**src/shared/reader_cmd_consts.vh**
```
// Purpose: constants for the reader command sequencer
// Assumes: 20 MHz system clock
// Notes:   command codes, load layout, crc setup, timing
`ifndef READER_CMD_CONSTS_VH
`define READER_CMD_CONSTS_VH

`define CMD_W          6
`define CMD_IDLE       6'h00
`define CMD_LOADCFG    6'h07
`define CMD_CRC        6'h12
`define CMD_AUTH2      6'h14
`define CMD_RECEIVE    6'h16
`define CMD_TRANSMIT   6'h1A
`define CMD_TRANSCEIVE 6'h1E
`define CMD_POWER_UP_SEQUENCE_CMD    6'h3F

`define EE_AW          16
`define SU_EE_ADDR     16'h0010
`define CFG_REG_BASE   6'h10
`define CFG_LOAD_LAST  6'h1F

`define PAGE_HI        5
`define PAGE_LO        3
`define PAGE_ZERO      3'h0

`define CRC_PRESET     16'h6363
`define CRC_POLY       16'h8408

`define CLK_NS         50
`define BIT_NS         9440

`endif

```
**src/logic/reader_command_sequencer.v**
```verilog
// Purpose: decodes host command codes and sequences each command
// Assumes: one clock, reset_in covers power-on and reset pin edge
// Notes:   fifo is show-ahead; eeprom answers with ee_ack_in
//
// Functional notes
// code 14h runs auth phase two, no fifo arguments, no data back
// code 07h reads two-byte eeprom address, low first, loads registers
// code 12h runs crc over fifo bytes, returns nothing in fifo
// crc result low and high bytes held in readable registers
// transceive behaves as transmit followed by receive
// power-up command runs automatically after any reset
// host writes of the power-up code are ignored
// power-up: async reset of state, then eeprom init load
// idle command follows power-up completion automatically
// host must not write during power-up; polls for idle
// during power-up only page 0 registers may be read
// host command writes cannot abort power-up
// code 00h puts block inactive, waiting for next command
// self-finished command enters idle and pulses done flag
// host idle write aborts command without done flag
// abort leaves fifo contents untouched
// new command code cancels running command except power-up
// code 1Eh transmits then enables receiver after rx wait time
// command write decoded, command begins on following cycle
`timescale 1ns/1ns
`default_nettype none
`include "reader_cmd_consts.vh"

module reader_command_sequencer (
   input  wire                clk_in,
   input  wire                reset_in,
   input  wire                cmd_wr_in,
   input  wire [`CMD_W-1:0]   cmd_code_in,
   output wire [`CMD_W-1:0]   cmd_reg_out,
   input  wire                host_rd_in,
   input  wire [5:0]          host_rd_addr_in,
   output wire                rd_grant_out,
   input  wire                fifo_empty_in,
   input  wire [7:0]          fifo_data_in,
   output wire                fifo_pop_out,
   output wire                ee_rd_out,
   output wire [`EE_AW-1:0]   ee_addr_out,
   input  wire                ee_ack_in,
   input  wire [7:0]          ee_data_in,
   output wire                cfg_wr_out,
   output wire [5:0]          cfg_addr_out,
   output wire [7:0]          cfg_data_out,
   output wire [7:0]          crc_result_low_out,
   output wire [7:0]          crc_result_high_out,
   output wire                auth_phase_two_cmd_out,
   input  wire                auth_done_in,
   output wire                tx_active_out,
   input  wire                tx_done_in,
   input  wire [7:0]          rx_wait_in,
   output wire                rx_active_out,
   input  wire                rx_done_in,
   output wire                command_done_flag_out
);

   localparam [8:0] S_IDLE = 9'h001;
   localparam [8:0] S_ALO  = 9'h002;
   localparam [8:0] S_AHI  = 9'h004;
   localparam [8:0] S_LOAD = 9'h008;
   localparam [8:0] S_CRC  = 9'h010;
   localparam [8:0] S_AUTH = 9'h020;
   localparam [8:0] S_TX   = 9'h040;
   localparam [8:0] S_RXW  = 9'h080;
   localparam [8:0] S_RX   = 9'h100;

   localparam integer BIT_CYC_I = `BIT_NS / `CLK_NS;
   localparam [7:0]   BIT_CYC   = BIT_CYC_I[7:0];

   reg [8:0]          state_q;
   reg [`CMD_W-1:0]   cmd_q;
   reg [`CMD_W-1:0]   wr_code_q;
   reg                wr_pend_q;
   reg [`EE_AW-1:0]   ee_addr_q;
   reg                ee_rd_q;
   reg [5:0]          cnt_q;
   reg [5:0]          reg_idx_q;
   reg                cfg_wr_q;
   reg [5:0]          cfg_addr_q;
   reg [7:0]          cfg_data_q;
   reg [15:0]         crc_q;
   reg [7:0]          crc_lo_q;
   reg [7:0]          crc_hi_q;
   reg [7:0]          rxw_q;
   reg [7:0]          div_q;
   reg                done_q;

   wire power_up_sequence_cmd_w = (cmd_q == `CMD_POWER_UP_SEQUENCE_CMD);
   wire bit_tick  = (div_q == BIT_CYC - 8'h01);

   function [15:0] crc_byte;
      input [15:0] c;
      input [7:0]  d;
      integer      i;
      reg   [15:0] x;
      begin
         x = c ^ {8'h00, d};
         for (i = 0; i < 8; i = i + 1) begin
            if (x[0])
               x = {1'b0, x[15:1]} ^ `CRC_POLY;
            else
               x = {1'b0, x[15:1]};
         end
         crc_byte = x;
      end
   endfunction

   // page 0 reads only while powering up
   assign rd_grant_out = host_rd_in & (~power_up_sequence_cmd_w |
      (host_rd_addr_in[`PAGE_HI:`PAGE_LO] == `PAGE_ZERO));
   // fifo only drained by argument and crc states
   assign fifo_pop_out = ~fifo_empty_in & ~wr_pend_q &
      (state_q[1] | state_q[2] | state_q[4]);

   assign cmd_reg_out            = cmd_q;
   assign ee_rd_out              = ee_rd_q;
   assign ee_addr_out            = ee_addr_q;
   assign cfg_wr_out             = cfg_wr_q;
   assign cfg_addr_out           = cfg_addr_q;
   assign cfg_data_out           = cfg_data_q;
   assign crc_result_low_out     = crc_lo_q;
   assign crc_result_high_out    = crc_hi_q;
   assign auth_phase_two_cmd_out = state_q[5] & ~wr_pend_q;
   assign tx_active_out          = state_q[6] & ~wr_pend_q;
   assign rx_active_out          = state_q[8] & ~wr_pend_q;
   assign command_done_flag_out  = done_q;

   // bit-rate enable divider
   always @(posedge clk_in or posedge reset_in) begin
      if (reset_in)
         div_q <= 8'h00;
      else if (bit_tick)
         div_q <= 8'h00;
      else
         div_q <= div_q + 8'h01;
   end

   // host command capture, never during power-up
   always @(posedge clk_in or posedge reset_in) begin
      if (reset_in) begin
         wr_pend_q <= 1'b0;
         wr_code_q <= `CMD_IDLE;
      end else if (cmd_wr_in & ~power_up_sequence_cmd_w &
                   (cmd_code_in != `CMD_POWER_UP_SEQUENCE_CMD)) begin
         wr_pend_q <= 1'b1;
         wr_code_q <= cmd_code_in;
      end else begin
         wr_pend_q <= 1'b0;
      end
   end

   always @(posedge clk_in or posedge reset_in) begin
      if (reset_in) begin
         state_q    <= S_LOAD;
         cmd_q      <= `CMD_POWER_UP_SEQUENCE_CMD;
         ee_addr_q  <= `SU_EE_ADDR;
         ee_rd_q    <= 1'b0;
         cnt_q      <= 6'h00;
         reg_idx_q  <= `CFG_REG_BASE;
         cfg_wr_q   <= 1'b0;
         cfg_addr_q <= 6'h00;
         cfg_data_q <= 8'h00;
         crc_q      <= `CRC_PRESET;
         crc_lo_q   <= 8'h00;
         crc_hi_q   <= 8'h00;
         rxw_q      <= 8'h00;
         done_q     <= 1'b0;
      end else begin
         done_q   <= 1'b0;
         cfg_wr_q <= 1'b0;
         if (wr_pend_q) begin
            // new code cancels current work, no done flag
            cmd_q   <= wr_code_q;
            ee_rd_q <= 1'b0;
            case (wr_code_q)
               `CMD_LOADCFG: begin
                  state_q <= S_ALO;
               end
               `CMD_CRC: begin
                  state_q <= S_CRC;
                  crc_q   <= `CRC_PRESET;
               end
               `CMD_AUTH2: begin
                  state_q <= S_AUTH;
               end
               `CMD_TRANSMIT, `CMD_TRANSCEIVE: begin
                  state_q <= S_TX;
               end
               `CMD_RECEIVE: begin
                  state_q <= S_RXW;
                  rxw_q   <= rx_wait_in;
               end
               default: begin
                  state_q <= S_IDLE;
                  cmd_q   <= `CMD_IDLE;
               end
            endcase
         end else begin
            case (state_q)
               S_ALO: begin
                  if (~fifo_empty_in) begin
                     ee_addr_q[7:0] <= fifo_data_in;
                     state_q        <= S_AHI;
                  end
               end
               S_AHI: begin
                  if (~fifo_empty_in) begin
                     ee_addr_q[15:8] <= fifo_data_in;
                     cnt_q           <= 6'h00;
                     reg_idx_q       <= `CFG_REG_BASE;
                     state_q         <= S_LOAD;
                  end
               end
               S_LOAD: begin
                  if (~ee_rd_q) begin
                     ee_rd_q <= 1'b1;
                  end else if (ee_ack_in) begin
                     ee_rd_q    <= 1'b0;
                     cfg_wr_q   <= 1'b1;
                     cfg_addr_q <= reg_idx_q;
                     cfg_data_q <= ee_data_in;
                     reg_idx_q  <= reg_idx_q + 6'h01;
                     ee_addr_q  <= ee_addr_q + 16'h0001;
                     cnt_q      <= cnt_q + 6'h01;
                     if (cnt_q == `CFG_LOAD_LAST) begin
                        state_q <= S_IDLE;
                        cmd_q   <= `CMD_IDLE;
                        done_q  <= 1'b1;
                     end
                  end
               end
               S_CRC: begin
                  if (~fifo_empty_in) begin
                     crc_q <= crc_byte(crc_q, fifo_data_in);
                  end else begin
                     crc_lo_q <= crc_q[7:0];
                     crc_hi_q <= crc_q[15:8];
                     state_q  <= S_IDLE;
                     cmd_q    <= `CMD_IDLE;
                     done_q   <= 1'b1;
                  end
               end
               S_AUTH: begin
                  if (auth_done_in) begin
                     state_q <= S_IDLE;
                     cmd_q   <= `CMD_IDLE;
                     done_q  <= 1'b1;
                  end
               end
               S_TX: begin
                  if (tx_done_in) begin
                     if (cmd_q == `CMD_TRANSCEIVE) begin
                        state_q <= S_RXW;
                        rxw_q   <= rx_wait_in;
                     end else begin
                        state_q <= S_IDLE;
                        cmd_q   <= `CMD_IDLE;
                        done_q  <= 1'b1;
                     end
                  end
               end
               S_RXW: begin
                  if (rxw_q == 8'h00)
                     state_q <= S_RX;
                  else if (bit_tick)
                     rxw_q <= rxw_q - 8'h01;
               end
               S_RX: begin
                  if (rx_done_in) begin
                     state_q <= S_IDLE;
                     cmd_q   <= `CMD_IDLE;
                     done_q  <= 1'b1;
                  end
               end
               default: begin
                  state_q <= S_IDLE;
               end
            endcase
         end
      end
   end

endmodule

`default_nettype wire

```
**config.mk**
```make
export PLATFORM = sky130hd
export DESIGN_NAME = reader_command_sequencer
export DESIGN_NICKNAME = d
export VERILOG_FILES = /design/src/logic/reader_command_sequencer.v
export VERILOG_INCLUDE_DIRS = /design/src /design/src/shared
export SDC_FILE = /design/constraint.sdc
export NUM_CORES = 1
export LEC_CHECK = 0
export ABC_AREA = 1
export BUFFER_PORTS_ARGS = -buffer_cell sky130_fd_sc_hd__buf_4
export CAP_MARGIN = 20
export CORE_ASPECT_RATIO = 1.25
export CORE_MARGIN = 2
export CORE_UTILIZATION = 50
export DETAILED_ROUTE_END_ITERATION = 10
export PLACE_DENSITY = 0.72
export SLEW_MARGIN = 20
export SYNTH_ARGS = -nofsm -noshare
export SYNTH_HDL_FRONTEND = slang
export SYNTH_SLANG_ARGS = --single-unit
```
**constraint.sdc**
```tcl
create_clock -name clk_in -period 9.15 [get_ports clk_in]
set_input_delay 0.915 -clock clk_in [delete_from_list [all_inputs] [get_ports clk_in]]
set_output_delay 0.915 -clock clk_in [all_outputs]
set_load 0.02 [all_outputs]
```
==> results.md, run 1 <==
* DRC viols at 0
* Ys Warns at 0
* Mapped cell area at 6326 um^2
* Synth Register Bits at 115
* Post-DP HPWL at 10830 um
* Input/output buffers at 101
* R2R Path End: rxw_q[2]$_DFFE_PP0P_
* WHS at 459.8 ps
* Max IR drop VDD at 0.1137 mV
* First-pass GRT wire length at 25220 um
* Clock share of power at 55.3%
* Hold crit path type: reg2reg
* P_leak at ~4.0 nW
* WHS Path Cells at 1
* Skew final at 6.622 ps
* CTS buffer count at 17
* Drt initial violations at 330
* Internal Power at 0.0009926 W
* Clk sinks at 115
* Fin. max-slew vios at 0
* Max clock buf depth at 2
* DIE AREA at 13570 um^2
* Core area at 12270 um^2
* Worst r2r path cells at 7
* Post-synth EDFFs at 0
* Wire length per cell at 13.80 um
* Syn Inst Count at 810
* Share of post-route cells with drive strength above 1 at 20.95%
* Crit path time final at 2654 ps
* Worst setup path category: reg2out
* Largest cells by area after synthesis: dfrtp_1 (39%), nand2_1 (15%), dfstp_2 (7.1%), inv_1 (5.1%), nand3_1 (4.8%)
* Die H at ~130 um
* Final setup fails at 0
* Initial Utilization at about half
* Post-synth cell types at 40
* Post-cts resize count at 0
* Async SR Flop Fraction at 100.0%
* Tcrit/Tclk final at between 20% and 30%
* Row count at 45
* Synth Net Count at around 860
* Predominant post-synthesis flop cell: dfrtp_1
* Post-CTS Setup Inserts at 0
* Largest net degree at the start of global routing at 73
* Hold buffer count at CTS at 0
* Crit path arrival time at 1740 ps
* Worst Hold Launch: div_q[0]$_DFF_PP0_
* Gate power share at 3.6%
* Sequential area share after synthesis at approximately 46%
* Grt ovf at 0
* # Max-Cap Violations at 0
* Fmax at 376.8 MHz
* Commonest non-fill, non-tap cell in the layout: nand2_1
* Nature of the critical path endpoint: primary output
* WL final at ~15000 um
* Final WS setup at 6496 ps
* First-pass DRT Iterations at 6
* Switching share of power at 20.01%
* Pre-CTS WS at roughly 6500 ps
* CTS tree: built
* Via density at 5.088
* Post-synth top area share at 38.77%
* Outcome: complete, no violations
* Pwr/cell area at 159.7 nW/um^2
* Gr usage total at 23.19%
* Vias in the first global route at 5369
* Setup TNS at 0 ps
* Most frequent cells in the layout: nand2_1 (258), buf_4 (103), dfrtp_1 (98)
* Unrepaired setup endpoints after global routing: false
* Tot Pwr at roughly 0.0012 W
* Cell Count, Final, Fillers Out at 1090
* P_sw at around 0.00025 W
* Worst r2r src: wr_pend_q$_DFF_PP0_
* Final RePlAce weighted congestion at 0.9082
* DP Cell Count at 1058
* Hold path endpoint: div_q[0]$_DFF_PP0_
* Largest area contributor in the netlist: dfrtp_1
* Clk_lat worst skew at 410 ps
* Worst-Margin Slew at 877.9 ps
* Final-report hold violation count at 0
* Critical Path Start Type: register
* CTS HTree Levels at 4
* Layout Nets at 964
* I/O pin cnt at 105
* Synth-to-layout area growth at 22.80%
* Die width at 104.6 um
* Crit Path Max Fanout at 21
* DR vias at 5546
* Final ANT Viol Nets at 0
* Initial antenna violation count at 0
* # diodes at 0
* Worst EP required at 8240 ps
* R2R Setup Slk at 6520 ps
* Slew Limit Headroom at 41.47%
* Root buffer cell: clkbuf_16
* Clk slew on worst S/H paths at 50 ps
* Sequential power share at about two fifths
* Syn Area/Cell at slightly below 8 um^2
power by group through the flow:
stage	sequential [W]	combinational [W]	clock, W
floorplan	0.000518	0.0000219	0
global placement	0.000518	0.0000451	0
detailed placement	0.000518	0.0000453	0
CTS	0.000510	0.0000455	0.000695
global route	0.000509	0.0000499	0.000720
finish	0.000510	0.0000448	0.000686
Yosys cell counts (3+ instances only):
library cell	n
a21oi_1	11
dfstp_2	17
nor3_1	15
nand2_1	258
o21ai_2	7
or2_2	7
nor3b_1	4
ha_1	6
inv_1	86
o21ai_1	5
buf_2	6
nor2_2	7
nand3b_1	4
dfrtp_1	98
xnor2_1	21
nor3_4	3
xor2_1	19
nor2_4	3
inv_2	6
buf_6	8
nand3_2	3
nor4_1	3
o21ai_0	47
nand2_2	5
o22ai_1	6
buf_4	3
nand3_1	61
nor2_1	66
nand4_1	10
kinds of logic after synthesis:
logic type | after synthesis | synth area share, %
fa+ha+maj | 6 | 1.187
xor+xnor | 40 | 5.538
flops | 115 | 45.83
mux | 1 | 0.1780
simple gates | 451 | 31.49
buf+inv | 112 | 7.931
compound gates | 85 | 7.852
stage by stage:
stage	utilization, %	cell area (um^2)
global route	63.29	7769
CTS	63.29	7769
floorplan	-	6326
detailed placement	58.31	7157
finish	63.29	7769
global placement	58.31	7157
flip-flops by register name, summed over array words and instances (netlist names):
name	cells
crc_q	16
ee_addr_out	16
state_q	9
cfg_data_out	8
crc_result_high_out	8
crc_result_low_out	8
div_q	8
rxw_q	8
cfg_addr_out	6
cmd_reg_out	6
cnt_q	6
reg_idx_q	6
wr_code_q	6
cfg_wr_out	1
command_done_flag_out	1
ee_rd_out	1
wr_pend_q	1
cell type report:
type	count	area, um^2
Tap cell	164	205.2
Timing Repair Buffer	103	773.2
Fill cell	1133	4506
Multi-Input combinational cell	583	2925
Clock inverter	4	95.09
Clock buffer	28	516.7
Sequential cell	115	2899
Inverter	93	354.1
worst max-delay path, stage by stage, from the launching register on:
cell and delay, ps:
dfrtp_1 700, a311oi_1 430, buf_4 200
worst max path at each step:
stage                                  endpoint                start  slack, ps
finish                             fifo_pop_out  wr_pend_q$_DFF_PP0_       6500
floorplan           cfg_addr_out[0]$_DFFE_PP0P_             reset_in       5220
global route               rxw_q[4]$_DFFE_PP0P_  wr_pend_q$_DFF_PP0_       6310
global placement           rxw_q[2]$_DFFE_PP0P_  wr_pend_q$_DFF_PP0_       6530
detailed placement         rxw_q[2]$_DFFE_PP0P_  wr_pend_q$_DFF_PP0_       6550
CTS                                fifo_pop_out  wr_pend_q$_DFF_PP0_       6480
layer usage:
metal / GRT usage (%) / wire length (um)
met3: 4.695 / 669
met4: 9.961 / 394
met2: 40.25 / 7644
met5: 0 / 0
met1: 28.40 / 6335
Note: power is estimated with default switching activity, not from simulation.
==> run 2: changes to the inputs <==
--- a/config.mk
+++ b/config.mk
@@ -13,7 +13,7 @@
 export CORE_MARGIN = 2
 export CORE_UTILIZATION = 50
 export DETAILED_ROUTE_END_ITERATION = 10
-export PLACE_DENSITY = 0.72
+export PLACE_DENSITY = 0.75
 export SLEW_MARGIN = 20
 export SYNTH_ARGS = -nofsm -noshare
 export SYNTH_HDL_FRONTEND = slang
==> constraint.sdc (replaced) <==
create_clock -name clk_in -period 2.35 [get_ports clk_in]
set_input_delay 0.235 -clock clk_in [delete_from_list [all_inputs] [get_ports clk_in]]
set_output_delay 0.235 -clock clk_in [all_outputs]
set_load 0.02 [all_outputs]
==> run 2 against run 1 <==
Via count increased by 1.2%. Non-clock buffer count increased by 11. First-iteration DRC count decreased by 30%. Global-route usage increased by 0.50 points. Worst setup slack got worse by 6100 ps. Sequential power increased to 3.9 times the previous value. Core utilization increased by 0.85 points. Critical endpoint unchanged. Largest power group unchanged. Highest routed layer unchanged.
==> results.md, run 2 (synthesized netlist as in run 1, its figures left out) <==
* Crit path time final at 2002 ps
* Final setup fails at 0
* CTS buffer count at 17
* CTS HTree Levels at 4
* Max IR drop VDD at between 0.5 and 0.6 mV
* Worst setup path category: reg2out
* Gr usage total at a little under a quarter
* Initial antenna violation count at 0
* Critical Path Start Type: register
* Nature of the critical path endpoint: primary output
* Setup TNS at 0 ps
* Most frequent cells in the layout: nand2_1 (258), buf_4 (111), dfrtp_1 (98)
* Clk_lat worst skew at 410 ps
* Clock share of power at a little over half
* Layout fillers at between 1000 and 1500
* CTS tree: built
* Worst r2r path cells at 4
* Final-report hold violation count at 0
* Commonest non-fill, non-tap cell in the layout: nand2_1
* Pwr/cell area at 606.4 nW/um^2
* R2R Setup Slk at 360 ps
* Crit path arrival time at 1770 ps
* Initial Utilization at 51.54%
* R2R Path End: crc_result_high_out[0]$_DFFE_PP0P_
* Tcrit/Tclk final at between 80% and 90%
* Final ANT Viol Nets at 0
* Vias in the first global route at ~5500
* Share of post-route cells with drive strength above 1 at between 20 and 25%
* DR vias at 5610
* Unrepaired setup endpoints after global routing: false
* DRC viols at 0
* Max clock buf depth at 2
* Final RePlAce weighted congestion at 0.9379
* Wire length per cell at 13.82 um
* P_leak at 4.063 nW
* Via density at ~5.1
* Worst-Margin Slew at 667.6 ps
* First-pass GRT wire length at 25630 um
* Die H at between 100 and 150 um
* Skew final at 6.049 ps
* Core area at 12270 um^2
* Worst Hold Launch: ee_data_in[2]
* # diodes at 0
* Clk slew on worst S/H paths at 60 ps
* Gate power share at 3.8%
* Fmax at between 400 and 500 MHz
* Largest net degree at the start of global routing at 59
* Sequential power share at 41.6%
* Root buffer cell: clkbuf_16
* Slew Limit Headroom at 55.40%
* Post-DP HPWL at between 10000 and 15000 um
* Final Core Density at 64.14%
* Internal Power at 0.003802 W
* DIE AREA at 13570 um^2
* Hold buffer count at CTS at 1
* Post-CTS Setup Inserts at 0
* Switching share of power at about 20%
* Die width at 104.6 um
* Worst r2r src: wr_pend_q$_DFF_PP0_
* Clk sinks at 115
* Worst EP required at roughly 2100 ps
* Row count at 45
* I/O pin cnt at 105
* Crit Path Max Fanout at 13
* Input/output buffers at between 100 and 150
* Hold path endpoint: cfg_data_out[2]$_DFFE_PP0P_
* Layout Nets at 975
* Fin. max-slew vios at 0
* WL final at 15200 um
* Grt ovf at 0
* Synth-to-layout area growth at 24.45%
* Drt initial violations at 232
* # Max-Cap Violations at 0
* Hold crit path type: in2reg
* First-pass DRT Iterations at 5
* Outcome: complete, no violations
* WHS Path Cells at 3
* Post-cts resize count at 0
* P_sw at a little under 0.001 W
## run 2: how the worst max path moves through the flow
stage                                               endpoint                        from
final                                           fifo_pop_out         wr_pend_q$_DFF_PP0_
after global routing      crc_result_high_out[0]$_DFFE_PP0P_         wr_pend_q$_DFF_PP0_
after CTS                 crc_result_high_out[0]$_DFFE_PP0P_         wr_pend_q$_DFF_PP0_
after detailed placement  crc_result_high_out[0]$_DFFE_PP0P_         wr_pend_q$_DFF_PP0_
after global placement    crc_result_high_out[0]$_DFFE_PP0P_         wr_pend_q$_DFF_PP0_
after floorplan                  ee_addr_out[12]$_DFFE_PP0P_  ee_addr_out[0]$_DFFE_PP0P_
## run 2: per-stage QoR
step / total power (W) / cells / setup WS (ps) / instance area, um^2 / hold WS, ps
3_5_place_dp: 0.002197 / 1068 / 358.1 / 7258 / 371.0
2_1_floorplan: 0.002103 / 810 / 676.5 / 6330 / 351.8
4_1_cts: 0.004814 / 1100 / 358.1 / 7873 / 11.06
5_1_grt: 0.004934 / 1100 / 201.9 / 7873 / 26.52
3_3_place_gp: 0.002197 / 1068 / 364.6 / 7258 / 369.3
6_report: 0.004774 / 1100 / 348.0 / 7873 / 19.10
## run 2: area by class of cell
cell class                      instances  area [um^2]  area share, %
Multi-Input combinational cell        583         2925          37.16
Sequential cell                       115         2899          36.82
Timing Repair Buffer                  114        883.3          11.22
Clock buffer                           22        474.2          6.024
Inverter                               93        355.3          4.514
Tap cell                              164        205.2          2.606
Clock inverter                          9        130.1          1.653
## run 2: critical path: stages (launching register included)
cell and delay [ps]:
dfrtp_1 570, buf_4 270, a311oi_1 310, buf_4 200
## run 2: power by group through the flow
stage / Combinational, W / Clock (W) / Sequential, W
after detailed placement: 0.000181 / 0 / 0.00202
final: 0.000180 / 0.00261 / 0.00198
after CTS: 0.000183 / 0.00265 / 0.00198
after global placement: 0.000181 / 0 / 0.00202
after floorplan: 0.0000858 / 0 / 0.00202
after global routing: 0.000200 / 0.00275 / 0.00198
## run 2: layer usage
metal  routed length (um)  global-route usage, %  up-vias
met5                    0                      0        -
met4                  314                  8.941        0
met3                  624                  4.795       28
met2                 7743                  42.48      152
met1                 6518                  28.37     2620
li1                     -                      -     2810
==> run 3: changes to the inputs <==
--- a/config.mk
+++ b/config.mk
@@ -9,11 +9,14 @@
 export ABC_AREA = 1
 export BUFFER_PORTS_ARGS = -buffer_cell sky130_fd_sc_hd__buf_4
 export CAP_MARGIN = 20
+export CELL_PAD_IN_SITES_DETAIL_PLACEMENT = 0
+export CELL_PAD_IN_SITES_GLOBAL_PLACEMENT = 1
 export CORE_ASPECT_RATIO = 1.25
 export CORE_MARGIN = 2
-export CORE_UTILIZATION = 50
+export CORE_UTILIZATION = 38
 export DETAILED_ROUTE_END_ITERATION = 10
-export PLACE_DENSITY = 0.75
+export PLACE_DENSITY = 0.77
+export SKIP_CTS_REPAIR_TIMING = 1
 export SLEW_MARGIN = 20
 export SYNTH_ARGS = -nofsm -noshare
 export SYNTH_HDL_FRONTEND = slang
==> run 3 against run 2 <==
Final area rose by 0.87%. Clock skew grew 1.8 ps. Via count shrank 2.4%. Die area rose by 30%. Sequential share of layout area is 0.32 points lower. Register-to-register slack better by 30 ps. Core utilization is 15 points lower. Global-route usage is 4.5 points lower. Critical path type is now reg2reg. Final cell count increased by 5.1%. Critical endpoint is now ee_addr_out[2]$_DFFE_PP0P_. Count of clock-buffer cells in the layout rose by 7. Flip-flop and latch count unchanged.
==> results.md, run 3 (synthesized netlist as in run 1, its figures left out) <==
* Outcome: complete, no violations
* Fin. max-slew vios at 0
* Clk sinks at 115
* Crit Path Max Fanout at 11
* Max clock buf depth at 2
* Most frequent cells in the layout: nand2_1 (258), buf_4 (113), dfrtp_1 (98)
* Final RePlAce weighted congestion at around 0.83
* Row count at 52
* Worst EP required at 2660 ps
* Crit path time final at 1962 ps
* Die width at 119.4 um
* CTS HTree Levels at 4
* Worst-Margin Slew at 650.3 ps
* Critical Path Start Type: register
* Final setup fails at 0
* Skew final at 7.805 ps
* Setup TNS at 0 ps
* DIE AREA at 17700 um^2
* Wire length per cell at 13.61 um
* Clock share of power at between 50% and 60%
* # diodes at 0
* P_sw at between 0.0009 and 0.001 W
* Hold crit path type: in2reg
* CTS buffer count at 17
* WL final at approximately 16000 um
* Die H at 148.3 um
* Synth-to-layout area growth at 25.53%
* Vias in the first global route at 5375
* Final-report hold violation count at 0
* First-pass GRT wire length at roughly 27000 um
* Input/output buffers at 101
* Gr usage total at a little under a fifth
* Layout fillers at 1649
* Internal Power at 0.003690 W
* Nature of the critical path endpoint: register
* Fmax at roughly 510 MHz
* I/O pin cnt at 105
* Largest net degree at the start of global routing at 32
* # Max-Cap Violations at 0
* Core area at between 15000 and 20000 um^2
* First-pass DRT Iterations at 5
* Worst setup path category: reg2reg
* R2R Setup Slk at 390 ps
* P_leak at just over 4 nW
* CP cell instances: inv_1 > nor2_1 > nand2_1 > nor2_4 > nand2_4 > o21ai_2 > inv_1 > nand2_2 > inv_1 > nand2_1 > nand2_1
* Via density at 4.737
* Sequential power share at a little over two fifths
* WHS at 17.46 ps
* Worst stage delay on the critical path at 550 ps
* Share of post-route cells with drive strength above 1 at 22.02%
* DRC viols at 0
* Crit path arrival time at around 2300 ps
* Gate power share at 4.0%
* Layout Nets at just under 1000
* Drt initial violations at 296
* Initial antenna violation count at 0
* Max IR drop VDD at 0.4139 mV
* Tcrit/Tclk final at 83.47%
* Pwr/cell area at roughly 600 nW/um^2
* Unrepaired setup endpoints after global routing: false
* CTS tree: built
* Grt ovf at 0
* DR vias at 5476
* Clk_lat worst skew at 410 ps
* Clk slew on worst S/H paths at 50 ps
* Post-DP HPWL at 11720 um
* Root buffer cell: clkbuf_16
* Slew Limit Headroom at ~57%
* Commonest non-fill, non-tap cell in the layout: nand2_1
* Switching share of power at approximately a fifth
* Final ANT Viol Nets at 0
* Initial Utilization at 38.89%
* Crit-path slowest cell: dfstp_2
## run 3: path summary, 6_finish.rpt
path	startpoint	endpoint	cells after the start
worst max-delay path	state_q[3]$_DFFE_PP1P_	ee_addr_out[2]$_DFFE_PP0P_	11
worst max register to register	state_q[3]$_DFFE_PP1P_	ee_addr_out[2]$_DFFE_PP0P_	11
worst min register to register	div_q[0]$_DFF_PP0_	div_q[0]$_DFF_PP0_	1
max in group asynchronous	reset_in	crc_q[5]$_DFFE_PP1P_	4
worst min-delay path	ee_data_in[6]	cfg_data_out[6]$_DFFE_PP0P_	3
min in group asynchronous	reset_in	div_q[5]$_DFF_PP0_	3
## run 3: area by class of cell
class                           instances  area [um^2]  area share [%]
Inverter                               93        355.3           4.475
Sequential cell                       115         2899           36.51
Clock inverter                          3        42.54          0.5357
Timing Repair Buffer                  117        918.4           11.56
Multi-Input combinational cell        583         2925           36.84
Clock buffer                           29        530.5           6.680
Tap cell                              216        270.3           3.403
## run 3: metal layers
metal / wire length, um / GRT usage (%) / vias to the layer above
li1: - / - / 2816
met1: 7034 / 24.57 / 2545
met2: 7963 / 31.95 / 100
met3: 552 / 4.448 / 15
met4: 181 / 6.412 / 0
met5: 0 / 0 / -
## run 3: stage by stage
stage / std cells / setup WS (ps) / area, um^2 / total power (W) / util [%]
final: 1156 / 388.4 / 7941 / 0.004659 / 48.82
after global routing: 1156 / 162.2 / 7941 / 0.004829 / 48.82
after CTS: 1155 / 378.5 / 7931 / 0.004714 / 48.76
after detailed placement: 1123 / 389.8 / 7358 / 0.002206 / 45.24
after global placement: 1123 / 394.0 / 7358 / 0.002205 / 45.24
after floorplan: 810 / 676.5 / 6330 / 0.002103 / -
## run 3: critical path, delay by kind of cell, from the launching register on
kind                   cells  cell delay [ps]
AOI/OAI and AO/OA          1              160
DFF                        1              550
and+or+nand+nor            7              810
buffers and inverters      3              310
## run 3: power by group through the flow
stage	clock [W]	combinational, W	sequential (W)
6_report	0.00249	0.000187	0.00198
3_3_place_gp	0	0.000189	0.00202
4_1_cts	0.00254	0.000190	0.00198
2_1_floorplan	0	0.0000858	0.00202
3_5_place_dp	0	0.000189	0.00202
5_1_grt	0.00263	0.000212	0.00198
